--- src/inc/i2c_brg_consts.svh ---
// Offsets, field positions, reset values and codes for the collision
// and baud generator block. Assumes a 32-bit AXI4-Lite register bus.
`ifndef I2C_BRG_CONSTS_SVH
`define I2C_BRG_CONSTS_SVH
`define OFF_RELOAD 8'h00
`define OFF_BUFFER 8'h04
`define OFF_CTRL2 8'h08
`define OFF_FLAGS 8'h0c
`define OFF_STATUS 8'h10
`define BIT_RSTART 1
`define BIT_STOP 2
`define BIT_IRQ 0
`define BIT_COLL 1
`define BIT_STOPSEEN 4
`define BIT_STARTSEEN 3
`define BIT_BUSY 2
`define RST_BYTE 8'h00
`define RESP_OKAY 2'b00
`define RESP_SLVERR 2'b10
`define TX_LAST_BIT 4'h8
`endif

--- src/inc/i2c_brg_pkg.sv ---
// Types shared by the collision and baud generator block.
// Assumes the constants header is compiled alongside.
package i2c_brg_pkg;
   typedef enum logic [10:0] {
      ST_IDLE    = 11'h001,
      ST_RS_REL  = 11'h002,
      ST_RS_SCLH = 11'h004,
      ST_RS_CHK  = 11'h008,
      ST_RS_SDAL = 11'h010,
      ST_SP_SDAL = 11'h020,
      ST_SP_SCLH = 11'h040,
      ST_SP_CNT  = 11'h080,
      ST_SP_REL  = 11'h100,
      ST_TX_LOW  = 11'h200,
      ST_TX_HIGH = 11'h400
   } state_t;
   typedef struct packed {
      logic scl;
      logic sda;
   } lines_t;
endpackage

--- src/hdl/i2c_master_collision_brg.sv ---
// Repeated start and stop sequencing with collision checks, a byte
// shifter, and the baud generator, behind an AXI4-Lite slave.
// Assumes open-drain SDA and SCL resolved outside; oe high pulls low.
`include "i2c_brg_consts.svh"
module i2c_master_collision_brg
   import i2c_brg_pkg::*;
(
   input  wire logic        clk,
   input  wire logic        resetn,
   input  wire logic [7:0]  awaddr,
   input  wire logic        awvalid,
   output logic             awready,
   input  wire logic [31:0] wdata,
   input  wire logic [3:0]  wstrb,
   input  wire logic        wvalid,
   output logic             wready,
   output logic [1:0]       bresp,
   output logic             bvalid,
   input  wire logic        bready,
   input  wire logic [7:0]  araddr,
   input  wire logic        arvalid,
   output logic             arready,
   output logic [31:0]      rdata,
   output logic [1:0]       rresp,
   output logic             rvalid,
   input  wire logic        rready,
   input  wire logic        sdaIn,
   output logic             sdaOut,
   output logic             sdaOe,
   input  wire logic        sclIn,
   output logic             sclOut,
   output logic             sclOe
);
   lines_t     meta_ff;
   lines_t     sync_ff;
   lines_t     prev_ff;
   state_t     state_ff;
   logic [7:0] reload_ff;
   logic [7:0] buffer_ff;
   logic [7:0] ctrl_ff;
   logic [1:0] flags_ff;
   logic       stopSeen_ff;
   logic       startSeen_ff;
   logic       collPend_ff;
   logic [7:0] awAddr_ff;
   logic       awGot_ff;
   logic [7:0] wData_ff;
   logic       wLane_ff;
   logic       wGot_ff;
   logic       txReq_ff;
   logic [7:0] brgCnt_ff;
   logic       brgPre_ff;
   logic       brgRun_ff;
   logic       brgLoad_ff;
   logic       collEv_ff;
   logic       doneEv_ff;
   logic       txDone_ff;
   logic [8:0] txSh_ff;
   logic [3:0] bitCnt_ff;
   logic       wrEn;
   logic       brgExp;
   logic       idleFree;
   logic       stopBus;
   logic       startBus;
   logic       wrMapped;
   logic       rdMapped;
   logic [7:0] rdByte;

   assign wrEn = awGot_ff & wGot_ff & ~bvalid;
   assign brgExp = brgRun_ff & brgPre_ff & (brgCnt_ff == 8'h00);
   assign idleFree = (state_ff == ST_IDLE) & ~collEv_ff & ~doneEv_ff;
   assign stopBus = sync_ff.scl & prev_ff.scl & ~prev_ff.sda & sync_ff.sda;
   assign startBus = sync_ff.scl & prev_ff.scl & prev_ff.sda & ~sync_ff.sda;
   assign wrMapped = (awAddr_ff == `OFF_RELOAD) |
                     (awAddr_ff == `OFF_BUFFER) |
                     (awAddr_ff == `OFF_CTRL2) |
                     (awAddr_ff == `OFF_FLAGS) |
                     (awAddr_ff == `OFF_STATUS);

   // Both bus lines are brought into the clock domain before any check.
   always_ff @(posedge clk) begin
      if (!resetn) begin
         meta_ff <= '{scl: 1'b1, sda: 1'b1};
         sync_ff <= '{scl: 1'b1, sda: 1'b1};
         prev_ff <= '{scl: 1'b1, sda: 1'b1};
      end else begin
         meta_ff <= '{scl: sclIn, sda: sdaIn};
         sync_ff <= meta_ff;
         prev_ff <= sync_ff;
      end
   end

   // Write address and data channels are taken in either order.
   always_ff @(posedge clk) begin
      if (!resetn) begin
         awready  <= 1'b1;
         wready   <= 1'b1;
         awGot_ff <= 1'b0;
         wGot_ff  <= 1'b0;
         awAddr_ff <= 8'h00;
         wData_ff <= 8'h00;
         wLane_ff <= 1'b0;
         bvalid   <= 1'b0;
         bresp    <= `RESP_OKAY;
      end else begin
         if (awready && awvalid) begin
            awAddr_ff <= awaddr;
            awGot_ff  <= 1'b1;
            awready   <= 1'b0;
         end
         if (wready && wvalid) begin
            wData_ff <= wdata[7:0];
            wLane_ff <= wstrb[0];
            wGot_ff  <= 1'b1;
            wready   <= 1'b0;
         end
         if (wrEn) begin
            bvalid <= 1'b1;
            bresp  <= wrMapped ? `RESP_OKAY : `RESP_SLVERR;
         end
         if (bvalid && bready) begin
            bvalid   <= 1'b0;
            awGot_ff <= 1'b0;
            wGot_ff  <= 1'b0;
            awready  <= 1'b1;
            wready   <= 1'b1;
         end
      end
   end

   always_comb begin
      rdByte = 8'h00;
      rdMapped = 1'b1;
      if (araddr == `OFF_RELOAD) begin
         rdByte = reload_ff;
      end else if (araddr == `OFF_BUFFER) begin
         rdByte = buffer_ff;
      end else if (araddr == `OFF_CTRL2) begin
         rdByte = ctrl_ff;
      end else if (araddr == `OFF_FLAGS) begin
         rdByte = {6'h00, flags_ff};
      end else if (araddr == `OFF_STATUS) begin
         rdByte = {3'h0, stopSeen_ff, startSeen_ff,
                   ~(state_ff == ST_IDLE), 2'h0};
      end else begin
         rdMapped = 1'b0;
      end
   end

   always_ff @(posedge clk) begin
      if (!resetn) begin
         arready <= 1'b1;
         rvalid  <= 1'b0;
         rdata   <= 32'h0000_0000;
         rresp   <= `RESP_OKAY;
      end else begin
         if (arready && arvalid) begin
            arready <= 1'b0;
            rvalid  <= 1'b1;
            rdata   <= {24'h00_0000, rdByte};
            rresp   <= rdMapped ? `RESP_OKAY : `RESP_SLVERR;
         end
         if (rvalid && rready) begin
            rvalid  <= 1'b0;
            arready <= 1'b1;
         end
      end
   end

   // Software registers. Sequence bits clear when the sequence ends.
   always_ff @(posedge clk) begin
      if (!resetn) begin
         reload_ff <= `RST_BYTE;
         buffer_ff <= `RST_BYTE;
         ctrl_ff   <= `RST_BYTE;
         txReq_ff  <= 1'b0;
      end else begin
         txReq_ff <= 1'b0;
         if (wrEn && wLane_ff && awAddr_ff == `OFF_RELOAD) begin
            reload_ff <= wData_ff;
         end
         if (wrEn && wLane_ff && awAddr_ff == `OFF_BUFFER &&
             idleFree) begin
            buffer_ff <= wData_ff;
            txReq_ff  <= 1'b1;
         end
         if (wrEn && wLane_ff && awAddr_ff == `OFF_CTRL2) begin
            ctrl_ff <= wData_ff;
         end else if (collEv_ff || doneEv_ff) begin
            ctrl_ff[`BIT_RSTART] <= 1'b0;
            ctrl_ff[`BIT_STOP]   <= 1'b0;
         end
      end
   end

   // Sticky flags; a hardware set wins over a write-one-to-clear.
   always_ff @(posedge clk) begin
      if (!resetn) begin
         flags_ff     <= 2'b00;
         stopSeen_ff  <= 1'b0;
         startSeen_ff <= 1'b0;
         collPend_ff  <= 1'b0;
      end else begin
         if (wrEn && wLane_ff && awAddr_ff == `OFF_FLAGS) begin
            flags_ff <= flags_ff & ~wData_ff[1:0];
         end
         if (collEv_ff) begin
            flags_ff[`BIT_COLL] <= 1'b1;
            collPend_ff <= 1'b1;
         end
         if (doneEv_ff || txDone_ff) begin
            flags_ff[`BIT_IRQ] <= 1'b1;
         end
         if (stopBus) begin
            stopSeen_ff  <= 1'b1;
            startSeen_ff <= 1'b0;
            if (collPend_ff) begin
               flags_ff[`BIT_IRQ] <= 1'b1;
               collPend_ff <= 1'b0;
            end
         end else if (startBus) begin
            startSeen_ff <= 1'b1;
            stopSeen_ff  <= 1'b0;
         end
      end
   end

   // Baud generator: one decrement per two clocks gives a timed phase of
   // two times reload plus three clocks from the load request.
   always_ff @(posedge clk) begin
      if (!resetn) begin
         brgCnt_ff <= 8'h00;
         brgPre_ff <= 1'b0;
         brgRun_ff <= 1'b0;
      end else if (brgLoad_ff) begin
         brgCnt_ff <= reload_ff;
         brgPre_ff <= 1'b0;
         brgRun_ff <= 1'b1;
      end else if (brgExp) begin
         brgRun_ff <= 1'b0;
         brgPre_ff <= 1'b0;
      end else if (brgRun_ff) begin
         brgPre_ff <= ~brgPre_ff;
         if (brgPre_ff) begin
            brgCnt_ff <= brgCnt_ff - 8'h01;
         end
      end
   end

   // Sequencer for repeated start, stop and byte transfers.
   always_ff @(posedge clk) begin
      if (!resetn) begin
         state_ff   <= ST_IDLE;
         sdaOe      <= 1'b0;
         sclOe      <= 1'b0;
         brgLoad_ff <= 1'b0;
         collEv_ff  <= 1'b0;
         doneEv_ff  <= 1'b0;
         txDone_ff  <= 1'b0;
         txSh_ff    <= 9'h000;
         bitCnt_ff  <= 4'h0;
      end else begin
         brgLoad_ff <= 1'b0;
         collEv_ff  <= 1'b0;
         doneEv_ff  <= 1'b0;
         txDone_ff  <= 1'b0;
         case (state_ff)
            ST_IDLE: begin
               if (idleFree && ctrl_ff[`BIT_RSTART]) begin
                  sdaOe      <= 1'b0;
                  brgLoad_ff <= 1'b1;
                  state_ff   <= ST_RS_REL;
               end else if (idleFree && ctrl_ff[`BIT_STOP]) begin
                  sdaOe    <= 1'b1;
                  state_ff <= ST_SP_SDAL;
               end else if (txReq_ff) begin
                  txSh_ff    <= {buffer_ff, 1'b1};
                  bitCnt_ff  <= 4'h0;
                  sclOe      <= 1'b1;
                  sdaOe      <= ~buffer_ff[7];
                  brgLoad_ff <= 1'b1;
                  state_ff   <= ST_TX_LOW;
               end
            end
            ST_RS_REL: begin
               if (brgExp) begin
                  sclOe    <= 1'b0;
                  state_ff <= ST_RS_SCLH;
               end
            end
            ST_RS_SCLH: begin
               if (sync_ff.scl && !sync_ff.sda) begin
                  collEv_ff <= 1'b1;
                  sdaOe     <= 1'b0;
                  sclOe     <= 1'b0;
                  state_ff  <= ST_IDLE;
               end else if (sync_ff.scl) begin
                  brgLoad_ff <= 1'b1;
                  state_ff   <= ST_RS_CHK;
               end
            end
            ST_RS_CHK: begin
               if (!sync_ff.scl) begin
                  collEv_ff <= 1'b1;
                  sdaOe     <= 1'b0;
                  sclOe     <= 1'b0;
                  state_ff  <= ST_IDLE;
               end else if (brgExp) begin
                  // An early SDA fall by another master is no collision.
                  sdaOe      <= 1'b1;
                  brgLoad_ff <= 1'b1;
                  state_ff   <= ST_RS_SDAL;
               end
            end
            ST_RS_SDAL: begin
               if (brgExp) begin
                  sclOe     <= 1'b1;
                  doneEv_ff <= 1'b1;
                  state_ff  <= ST_IDLE;
               end
            end
            ST_SP_SDAL: begin
               if (!sync_ff.sda) begin
                  sclOe    <= 1'b0;
                  state_ff <= ST_SP_SCLH;
               end
            end
            ST_SP_SCLH: begin
               if (sync_ff.scl) begin
                  brgLoad_ff <= 1'b1;
                  state_ff   <= ST_SP_CNT;
               end
            end
            ST_SP_CNT: begin
               if (!sync_ff.scl) begin
                  collEv_ff <= 1'b1;
                  sdaOe     <= 1'b0;
                  state_ff  <= ST_IDLE;
               end else if (brgExp) begin
                  sdaOe      <= 1'b0;
                  brgLoad_ff <= 1'b1;
                  state_ff   <= ST_SP_REL;
               end
            end
            ST_SP_REL: begin
               if (!sync_ff.scl && !sync_ff.sda) begin
                  collEv_ff <= 1'b1;
                  state_ff  <= ST_IDLE;
               end else if (brgExp && !sync_ff.sda) begin
                  collEv_ff <= 1'b1;
                  state_ff  <= ST_IDLE;
               end else if (brgExp) begin
                  doneEv_ff <= 1'b1;
                  state_ff  <= ST_IDLE;
               end
            end
            ST_TX_LOW: begin
               if (brgExp) begin
                  sclOe    <= 1'b0;
                  state_ff <= ST_TX_HIGH;
               end
            end
            ST_TX_HIGH: begin
               // Clock stretching: count only once SCL reads high.
               if (sync_ff.scl && !brgRun_ff && !brgLoad_ff) begin
                  brgLoad_ff <= 1'b1;
               end else if (brgExp) begin
                  sclOe <= 1'b1;
                  if (bitCnt_ff == `TX_LAST_BIT) begin
                     txDone_ff <= 1'b1;
                     state_ff  <= ST_IDLE;
                  end else begin
                     bitCnt_ff  <= bitCnt_ff + 4'h1;
                     txSh_ff    <= {txSh_ff[7:0], 1'b1};
                     sdaOe      <= ~txSh_ff[7];
                     brgLoad_ff <= 1'b1;
                     state_ff   <= ST_TX_LOW;
                  end
               end
            end
            default: begin
               state_ff <= ST_IDLE;
            end
         endcase
      end
   end

   // Open-drain: the data level driven is always low.
   always_ff @(posedge clk) begin
      sdaOut <= 1'b0;
      sclOut <= 1'b0;
   end
endmodule // i2c_master_collision_brg

--- config.mk ---
export PLATFORM = sky130hd
export DESIGN_NAME = i2c_master_collision_brg
export DESIGN_NICKNAME = d
export VERILOG_FILES = /design/src/inc/i2c_brg_pkg.sv /design/src/hdl/i2c_master_collision_brg.sv
export VERILOG_INCLUDE_DIRS = /design/src /design/src/inc
export SDC_FILE = /design/constraint.sdc
export NUM_CORES = 1
export LEC_CHECK = 0
export BUFFER_PORTS_ARGS = -buffer_cell sky130_fd_sc_hd__buf_2
export CELL_PAD_IN_SITES_DETAIL_PLACEMENT = 1
export CELL_PAD_IN_SITES_GLOBAL_PLACEMENT = 2
export CORE_MARGIN = 4
export CORE_UTILIZATION = 30
export CTS_BUF_LIST = sky130_fd_sc_hd__clkbuf_8
export CTS_CLUSTER_SIZE = 10
export DETAILED_ROUTE_END_ITERATION = 8
export PLACE_DENSITY = 0.8
export SYNTH_ARGS = -nofsm -noshare
export SYNTH_HDL_FRONTEND = slang
export SYNTH_SLANG_ARGS = --single-unit
--- constraint.sdc ---
create_clock -name clk -period 3.47 [get_ports clk]
set_input_delay 0.694 -clock clk [delete_from_list [all_inputs] [get_ports clk]]
set_output_delay 0.694 -clock clk [all_outputs]
set_load 0.1 [all_outputs]
# Word-level counts from Yosys, hierarchy flattened
# Cells that the tools add are included.
dict set report totals {
  regBits 111
  latchBits 0
  ramBits 0
  mem_bits_ro 0
  inputBits 61
  word_cells 262
  mem_count 0
}
dict set report op_classes {
  add_sub_neg 2
  multipliers 0
  div_mod_pow 0
  n_lt_le_gt_ge 0
  n_eq_ne 38
  shift 0
  mux 104
  bitwise 29
  n_reduce_logical 48
}
# op count
set ops {}
lappend ops {{two-way mux 11 bit} 18}
lappend ops {{case mux 11 bit (11 select lines)} 1}
lappend ops {{two-way mux 8 bit} 13}
lappend ops {{two-way mux 1 bit} 51}
lappend ops {{equality test 8 x 4 -> 1 bit (second input constant)} 4}
lappend ops {{!= test 2 bit (second input constant)} 13}
lappend ops {{logical NOT 8 bit} 3}
lappend ops {{two-way mux 4 bit} 6}
lappend ops {{logical AND 1 bit} 18}
lappend ops {{equality test 8 x 3 -> 1 bit (second input constant)} 2}
lappend ops {{equality test 8 x 5 -> 1 bit (second input constant)} 2}
lappend ops {{case mux 8 bit (2 select lines)} 1}
lappend ops {{nonzero test 2 bit} 7}
lappend ops {{NOT 1 bit} 12}
lappend ops {{bitwise AND 1 bit} 11}
lappend ops {{equality test 11 x 1 -> 1 bit (second input constant)} 1}
lappend ops {{equality test 11 x 10 -> 1 bit (second input constant)} 1}
lappend ops {{equality test 11 bit (second input constant)} 1}
lappend ops {{equality test 11 x 2 -> 1 bit (second input constant)} 1}
lappend ops {{equality test 11 x 3 -> 1 bit (second input constant)} 1}
lappend ops {{equality test 11 x 4 -> 1 bit (second input constant)} 1}
lappend ops {{equality test 11 x 5 -> 1 bit (second input constant)} 1}
lappend ops {{equality test 11 x 6 -> 1 bit (second input constant)} 1}
lappend ops {{equality test 11 x 7 -> 1 bit (second input constant)} 1}
lappend ops {{31 further kinds} 50}

# Depth between registers and ports, before layout
# Gate-level depths: netlist of run 1.
dict set report logic_depth {
  word_depth 8
  ltp_mapped 10
  ltp_nobuf 8
}

# Worst setup path before layout of run 1
# OpenSTA, ideal clock, no wires.
dict set report synth_path {
  path_type {register -> register}
  from {register bvalid}
  to {register buffer_ff[0]}
  setup_ps 128
  arrival_time_ps 2212
  slack_ps 1130
  path_stages_with_launch 8
  path_buffers 1
  synth_period_minus_slack_ps 2340
  cell_sequence {dfxtp_1 -> nand3b_1 -> nor4_1 -> nand2_1 -> or3_1 -> buf_2 -> mux2i_1 -> nor2_1}
}
dict set report synth_between {
  elab_chain_cells 5
}
# item line_no
set synth_lines {}
lappend synth_lines {{from (decl)} i2c_master_collision_brg.sv:18} ;# output logic bvalid,
lappend synth_lines {{from (signal assigned)} i2c_master_collision_brg.sv:103} ;# bvalid <= 1'b0;
lappend synth_lines {{from (signal assigned)} i2c_master_collision_brg.sv:118} ;# bvalid <= 1'b1;
lappend synth_lines {{from (signal assigned)} i2c_master_collision_brg.sv:122} ;# bvalid <= 1'b0;
lappend synth_lines {{NOT 1 bit} i2c_master_collision_brg.sv:69} ;# assign wrEn = awGot_ff & wGot_ff & ~bvalid;
lappend synth_lines {{bitwise AND 1 bit} i2c_master_collision_brg.sv:69}
lappend synth_lines {{logical AND 1 bit} i2c_master_collision_brg.sv:182} ;# if (wrEn && wLane_ff && awAddr_ff == `OFF_BUFFER &&
lappend synth_lines {{logical AND 1 bit (no source line)} -}
lappend synth_lines {{logical AND 1 bit} i2c_master_collision_brg.sv:182}
lappend synth_lines {{to (signal assigned)} i2c_master_collision_brg.sv:174} ;# buffer_ff <= `RST_BYTE;
lappend synth_lines {{to (signal assigned)} i2c_master_collision_brg.sv:184} ;# buffer_ff <= wData_ff;
lappend synth_lines {{to (decl)} i2c_master_collision_brg.sv:39} ;# logic [7:0] buffer_ff;
# Every way passes these cells.
# A chain may end at the register's enable or synchronous reset.

# Worst setup path after layout of run 1
dict set report layout_path {
  from {register state_ff[1]}
  to {register state_ff[7]}
}
dict set report layout_between {
  elab_chain_cells 7
}
# item line_no
set layout_lines {}
lappend layout_lines {{from (decl)} i2c_master_collision_brg.sv:37} ;# state_t state_ff;
lappend layout_lines {{from (signal assigned)} i2c_master_collision_brg.sv:253} ;# state_ff <= ST_IDLE;
lappend layout_lines {{from (signal assigned)} i2c_master_collision_brg.sv:272} ;# state_ff <= ST_RS_REL;
lappend layout_lines {{from (signal assigned)} i2c_master_collision_brg.sv:275} ;# state_ff <= ST_SP_SDAL;
lappend layout_lines {{equality test 11 x 1 -> 1 bit} {i2c_master_collision_brg.sv:71, i2c_master_collision_brg.sv:267}}
lappend layout_lines {{bitwise AND 1 bit (2 in a row)} i2c_master_collision_brg.sv:71} ;# assign idleFree = (state_ff == ST_IDLE) & ~collEv_ff & ~doneEv_ff;
lappend layout_lines {{logical AND 1 bit} i2c_master_collision_brg.sv:273} ;# end else if (idleFree && ctrl_ff[`BIT_STOP]) begin
lappend layout_lines {{two-way mux 11 bit} i2c_master_collision_brg.sv:273}
lappend layout_lines {{two-way mux 11 bit} i2c_master_collision_brg.sv:269} ;# if (idleFree && ctrl_ff[`BIT_RSTART]) begin
lappend layout_lines {{case mux 11 bit (11 select lines)} i2c_master_collision_brg.sv:267} ;# case (state_ff)
# Parallel ways exist; a longest one is shown, timed or not.

==> results.cfg, run 1 <==
[place]
gp_congestion = 0.867
place_worst_setup_slack_ns = 0.857
portBuffers = 50
dp.final_hpwl_um = 11200

[clock_network]
clk_path_buf_depth = 2
cts_tree = built
cts-root-buf = clkbuf_8
clkSlewWorstSetupHoldPaths_ns = 0.10
clock_sinks = 109
post_cts_resized = 0
hold_buffers = 0
ctsHtreeMaxLevel = 3
postCtsSetupBuffers = 0
cts_made_buffers = 9
clk_latency_ns = 0.40

[run_status]
status = finished, final reports clean

[global_routing]
grt_pass1_wl_um = 25000
track_usage_pct = 15.1
grt_pass1_vias = 4823
grt_max_degree = 46
grt_antenna_before_repair = 0
grt-ovfl-total = 0

[critical_path]
arrival_ns = 3.02
critPathSlowestCell = or4_1
worstPathMaxFanout = 11
crit_path_end_kind = flip-flop
rr_worst_depth = 6
cpPeakStageDelay_ns = 0.68
reg2reg_slack_ns = 0.78
r2r-end = state_ff[7]
required_ns = 3.80
critPathTopFamily = simple AND/OR/NAND/NOR gates
rr_startpoint = state_ff[1]
cp_cell_sequence = or4_1, nor3_2, o21ai_0, a21oi_1, o311ai_0, o21ai_1
critical_path_class = flip-flop to flip-flop
cp-start-kind = flip-flop
critPathBufInv = 0

[power_and_ir_drop]
ir_drop_mv = 0.195
power_density_nw_per_um2 = 404
leakage_nw = 2.44
power_mw = 2.42

[min_path]
whs_endpoint = sync_ff[1]
hp-start = meta_ff[1]
holdPathStages = 1
hold_path_class = flip-flop to flip-flop

[floorplanning]
num_rows = 49
die_x_um = 143
ioPinCount = 106
die_height_um = 143
die_area_um2 = 20400
initial_core_util_pct = 30.5
core_area_um2 = 17900

[finish]
n_antenna_cell = 0
post-route-util_pct = 33.4
fillers = 2159
fin_nets = 746
layout-drive-gt1-share_pct = 14.6
area_delta_synth_final_pct = 9.49
final_cell_mix = dfxtp_1 (109), nand2_1 (73), nor2_1 (70), a21oi_1 (57), buf_2 (50)
final_common_cell = dfxtp_1

[timing]
setup_tns_ns = 0
fin_crit_sh_pct = 77.5
finalMaxSlewViolations = 0
fmax_ghz = 0.372
whs_ns = 0.434
skew_ns = 0.0113
worst_slew_pin_slew_ns = 0.845
relSlewSlack_pct = 43.6
final_period_minus_worst_setup_slack_ns = 2.69
setup_ws_ns = 0.781
setup_viol = 0
rsz0062_at_grt = no
hold_viol = 0

[yosys]
yosysUniqueCellTypes = 76
synth-edff-count = 0
synth_ff_type = dfxtp_1
synth_area_um2 = 5460
yosysWarnings = 0
ys_ff_latch = 109
syn_inst = 647
synth_seq_area_share_pct = 40.0
async_reset_ff_share_pct = 0
synth_area_per_cell_um2 = 8.43

[detailed_routing]
dr.pass1.iters = 5
drt_iter0_drc = 262
via_count = 4706
drtAntennaViolNets = 0
drt-vias-per-instance = 5.15
drc = 0
drt_wl_total_um = 15100
wl_per_cell_um = 16.5

[flow_run]
drv_cap = 0
state kept, by name, summed over array words and instances (netlist names), 4 cells and up:
register	count
awAddr_ff	8
bitCnt_ff	4
brgCnt_ff	8
buffer_ff	8
ctrl_ff	8
rdata	8
reload_ff	8
state_ff	11
txSh_ff	8
wData_ff	8
cell type report:
class | count | area, µm² | share of cell area (%)
Timing Repair Buffer | 62 | 340 | 5.70
Clock buffer | 9 | 124 | 2.07
Clock inverter | 6 | 70.1 | 1.17
Sequential cell | 109 | 2180 | 36.5
Tap cell | 229 | 287 | 4.80
Multi-Input combinational cell | 483 | 2910 | 48.7
Inverter | 16 | 60.1 | 1.01
kinds of logic (layout without fill, tap and decap cells):
family	after synthesis	after routing	share of synthesized area [%]
compound gates	141	141	16.7
fa+ha+maj	4	4	0.917
other cells	1	28	0.0687
mux	39	39	7.66
simple gates	257	257	23.9
xor+xnor	14	14	2.25
buf+inv	82	93	8.51
flops	109	109	40.0
per-layer routing:
layer	vias to the layer above	global-route usage [%]	wire (µm)
li1	2287	-	-
met1	2286	19.9	7050
met2	114	25.0	7190
met3	19	3.18	686
met4	0	3.90	203
met5	-	0	0
power by group:
group	leakage [nW]	total (mW)	switching [mW]	internal (mW)
sequential	0.884	1.30	0.0257	1.28
combinational	1.46	0.307	0.258	0.0485
clock	0.0994	0.809	0.471	0.338
total	2.44	2.42	0.755	1.66
synth_stat cells, types with 5 or more instances:
cell type	instances	area (µm²)
nand3b_1	5	37.5
clkbuf_1	25	93.8
xor2_1	8	70.1
nor4_1	10	62.6
o21ai_0	31	155
and2_1	9	56.3
or3_1	7	43.8
nor2_1	70	263
mux2i_1	35	350
buf_4	29	218
inv_1	15	56.3
nand3_1	20	100
a21oi_1	57	285
buf_2	5	25.0
xnor2_1	6	52.6
nand4_1	6	37.5
dfxtp_1	109	2180
nand2b_1	8	50.1
nor3_1	11	55.1
or4_1	7	52.6
nand2_1	73	274
a211oi_1	7	52.6
worst max path at each step:
stage / startpoint / endpoint / slack, ns / depth (start not counted)
after CTS: brgCnt_ff[0] / state_ff[2] / 0.79 / 9
after global placement: awAddr_ff[6] / ctrl_ff[2] / 0.88 / 6
final: state_ff[1] / state_ff[7] / 0.78 / 6
after global routing: state_ff[1] / state_ff[1] / 0.48 / 6
after detailed placement: awAddr_ff[6] / buffer_ff[5] / 0.86 / 6
after floorplan: bvalid / buffer_ff[0] / 1.13 / 7
per-stage QoR:
step | cells | instance area, µm²
6_report | 914 | 5970
5_1_grt | 914 | 5970
4_1_cts | 914 | 5970
3_5_place_dp | 899 | 5780
3_3_place_gp | 899 | 5780
2_1_floorplan | 674 | 5560
No activity file was read; power rests on OpenSTA's default activity.
==> run 2, diff against run 1 <==
--- a/config.mk
+++ b/config.mk
@@ -14,7 +14,7 @@
 export CTS_BUF_LIST = sky130_fd_sc_hd__clkbuf_8
 export CTS_CLUSTER_SIZE = 10
 export DETAILED_ROUTE_END_ITERATION = 8
-export PLACE_DENSITY = 0.8
+export PLACE_DENSITY = 0.83
 export SYNTH_ARGS = -nofsm -noshare
 export SYNTH_HDL_FRONTEND = slang
 export SYNTH_SLANG_ARGS = --single-unit
==> constraint.sdc (replaced) <==
create_clock -name clk -period 2.45 [get_ports clk]
set_input_delay 0.49 -clock clk [delete_from_list [all_inputs] [get_ports clk]]
set_output_delay 0.49 -clock clk [all_outputs]
set_load 0.1 [all_outputs]
==> results.cfg, run 2 (synthesis results as in run 1) <==
[critical_path]
worstPathMaxFanout = 7
r2r-end = state_ff[7]
crit_path_end_kind = flip-flop
cp_cell_sequence = buf_4, or4_4, nor4b_2, a32oi_2, nand2_1, buf_6, buf_4, o311ai_0, o21ai_1
arrival_ns = 2.68
rr_startpoint = state_ff[0]
cpPeakStageDelay_ns = 0.59
reg2reg_slack_ns = 0.1
required_ns = 2.78
critical_path_class = flip-flop to flip-flop
critPathSlowestCell = or4_4
cp-start-kind = flip-flop
rr_worst_depth = 9
crit_top_cell = buf_4

[global_routing]
track_usage_pct = 15.9
met1_usage_pct = 20.6
use_met2_pct = 26.9
grt_util_met3_pct = 2.88
grt_antenna_before_repair = 0
grt-ovfl-total = 0
grt_max_degree = 26
grt_busiest_layer = met2
grt_pass1_vias = 4981
grt_pass1_wl_um = 26000

[finish]
fin_nets = 788
regMostFlops = state_ff
stdcell_count = 957
final_cell_mix = dfxtp_1 (108), nand2_1 (73), nor2_1 (70), a21oi_1 (57), buf_4 (52)
largest_reg_flops = 11
area_delta_synth_final_pct = 17.2
post-route-util_pct = 35.7
layout-drive-gt1-share_pct = 20.7
final_common_cell = dfxtp_1
n_antenna_cell = 0

[timing]
hold_viol = 0
skew_ns = 0.0131
fmax_ghz = 0.425
fin_crit_sh_pct = 96.1
finalMaxSlewViolations = 0
worst_slew_pin_slew_ns = 0.689
setup_viol = 0
relSlewSlack_pct = 54.0
whs_ns = 0.292
final_period_minus_worst_setup_slack_ns = 2.35

[clock_network]
clkSlewWorstSetupHoldPaths_ns = 0.11
clk_latency_ns = 0.40
cts_made_buffers = 9
clk_path_buf_depth = 2
cts_tree = built
ctsHtreeMaxLevel = 3
cts-root-buf = clkbuf_8
hold_buffers = 0
clock_sinks = 109

[detailed_routing]
wl_per_cell_um = 16.8
drt-vias-per-instance = 5.03
drt_wl_total_um = 16000
via_count = 4812
drt_iter0_drc = 222
drtAntennaViolNets = 0
dr.pass1.iters = 4
drc = 0

[floorplanning]
num_rows = 49
die_height_um = 143
ioPinCount = 106
die_area_um2 = 20400
core_area_um2 = 17900
initial_core_util_pct = 30.5
die_x_um = 143

[place]
portBuffers = 50
gp_congestion = 0.918
dp_cells = 937
dp.final_hpwl_um = 12200

[flow_run]
drv_cap = 0

[min_path]
hold_path_class = primary input to flip-flop
hp-start = sdaIn
whs_endpoint = meta_ff[0]
holdPathStages = 2

[power_and_ir_drop]
power_mw = 3.46
power_density_nw_per_um2 = 541
leakage_nw = 2.68
ir_drop_mv = 0.322

[run_status]
status = finished, final reports clean
## run 2: worst max path at each step
stage,from,slack [ns],end
after floorplan,bvalid,0.11,buffer_ff[0]
final,state_ff[0],0.1,state_ff[7]
after global routing,state_ff[1],-0.006,state_ff[0]
after detailed placement,state_ff[3],-0.06,state_ff[6]
after global placement,state_ff[3],-0.03,state_ff[6]
after CTS,brgCnt_ff[0],0.005,txSh_ff[5]
## run 2: layout make-up
type	count	area [µm²]
Fill cell	2206	11500
Multi-Input combinational cell	483	2980
Sequential cell	109	2180
Timing Repair Buffer	104	672
Tap cell	229	287
Clock buffer	10	138
Clock inverter	6	78.8
Inverter	16	60.1
## run 2: what timing repair did
item / 4_1_cts / 5_1_grt
endpoints found under the setup margin: 5 / 28
pin swaps: 0 / 5
buffers inserted: 0 / 4
resized for setup: 2 / 10
endpoints found under the hold margin: 0 / 0
## run 2: through the flow
step	setup slack [ns]	setup TNS [ns]	area, µm²
after CTS	0.00539	0	6290
after floorplan	0.110	0	5560
after global placement	-0.0322	-0.0586	6070
after detailed placement	-0.0556	-0.175	6070
after global routing	-0.00628	-0.00628	6390
final	0.0960	0	6390
## run 2: worst max-delay path: cells and delay by family (launching register included)
family | cells | cell delay [ns]
and+or+nand+nor | 3 | 1.16
buffers and inverters | 3 | 0.40
AOI/OAI and AO/OA | 3 | 0.37
DFF | 1 | 0.36
## run 2: layer usage
layer	part of all wire, %	up-vias
met3	3.6	15
met1	46	2332
met2	48	88
met5	0	-
met4	1.6	0
li1	-	2377
## run 2: report_power, final
group          internal, mW  switching [mW]
combinational        0.0738           0.372
clock                 0.520           0.655
sequential             1.81          0.0334
total                  2.40            1.06
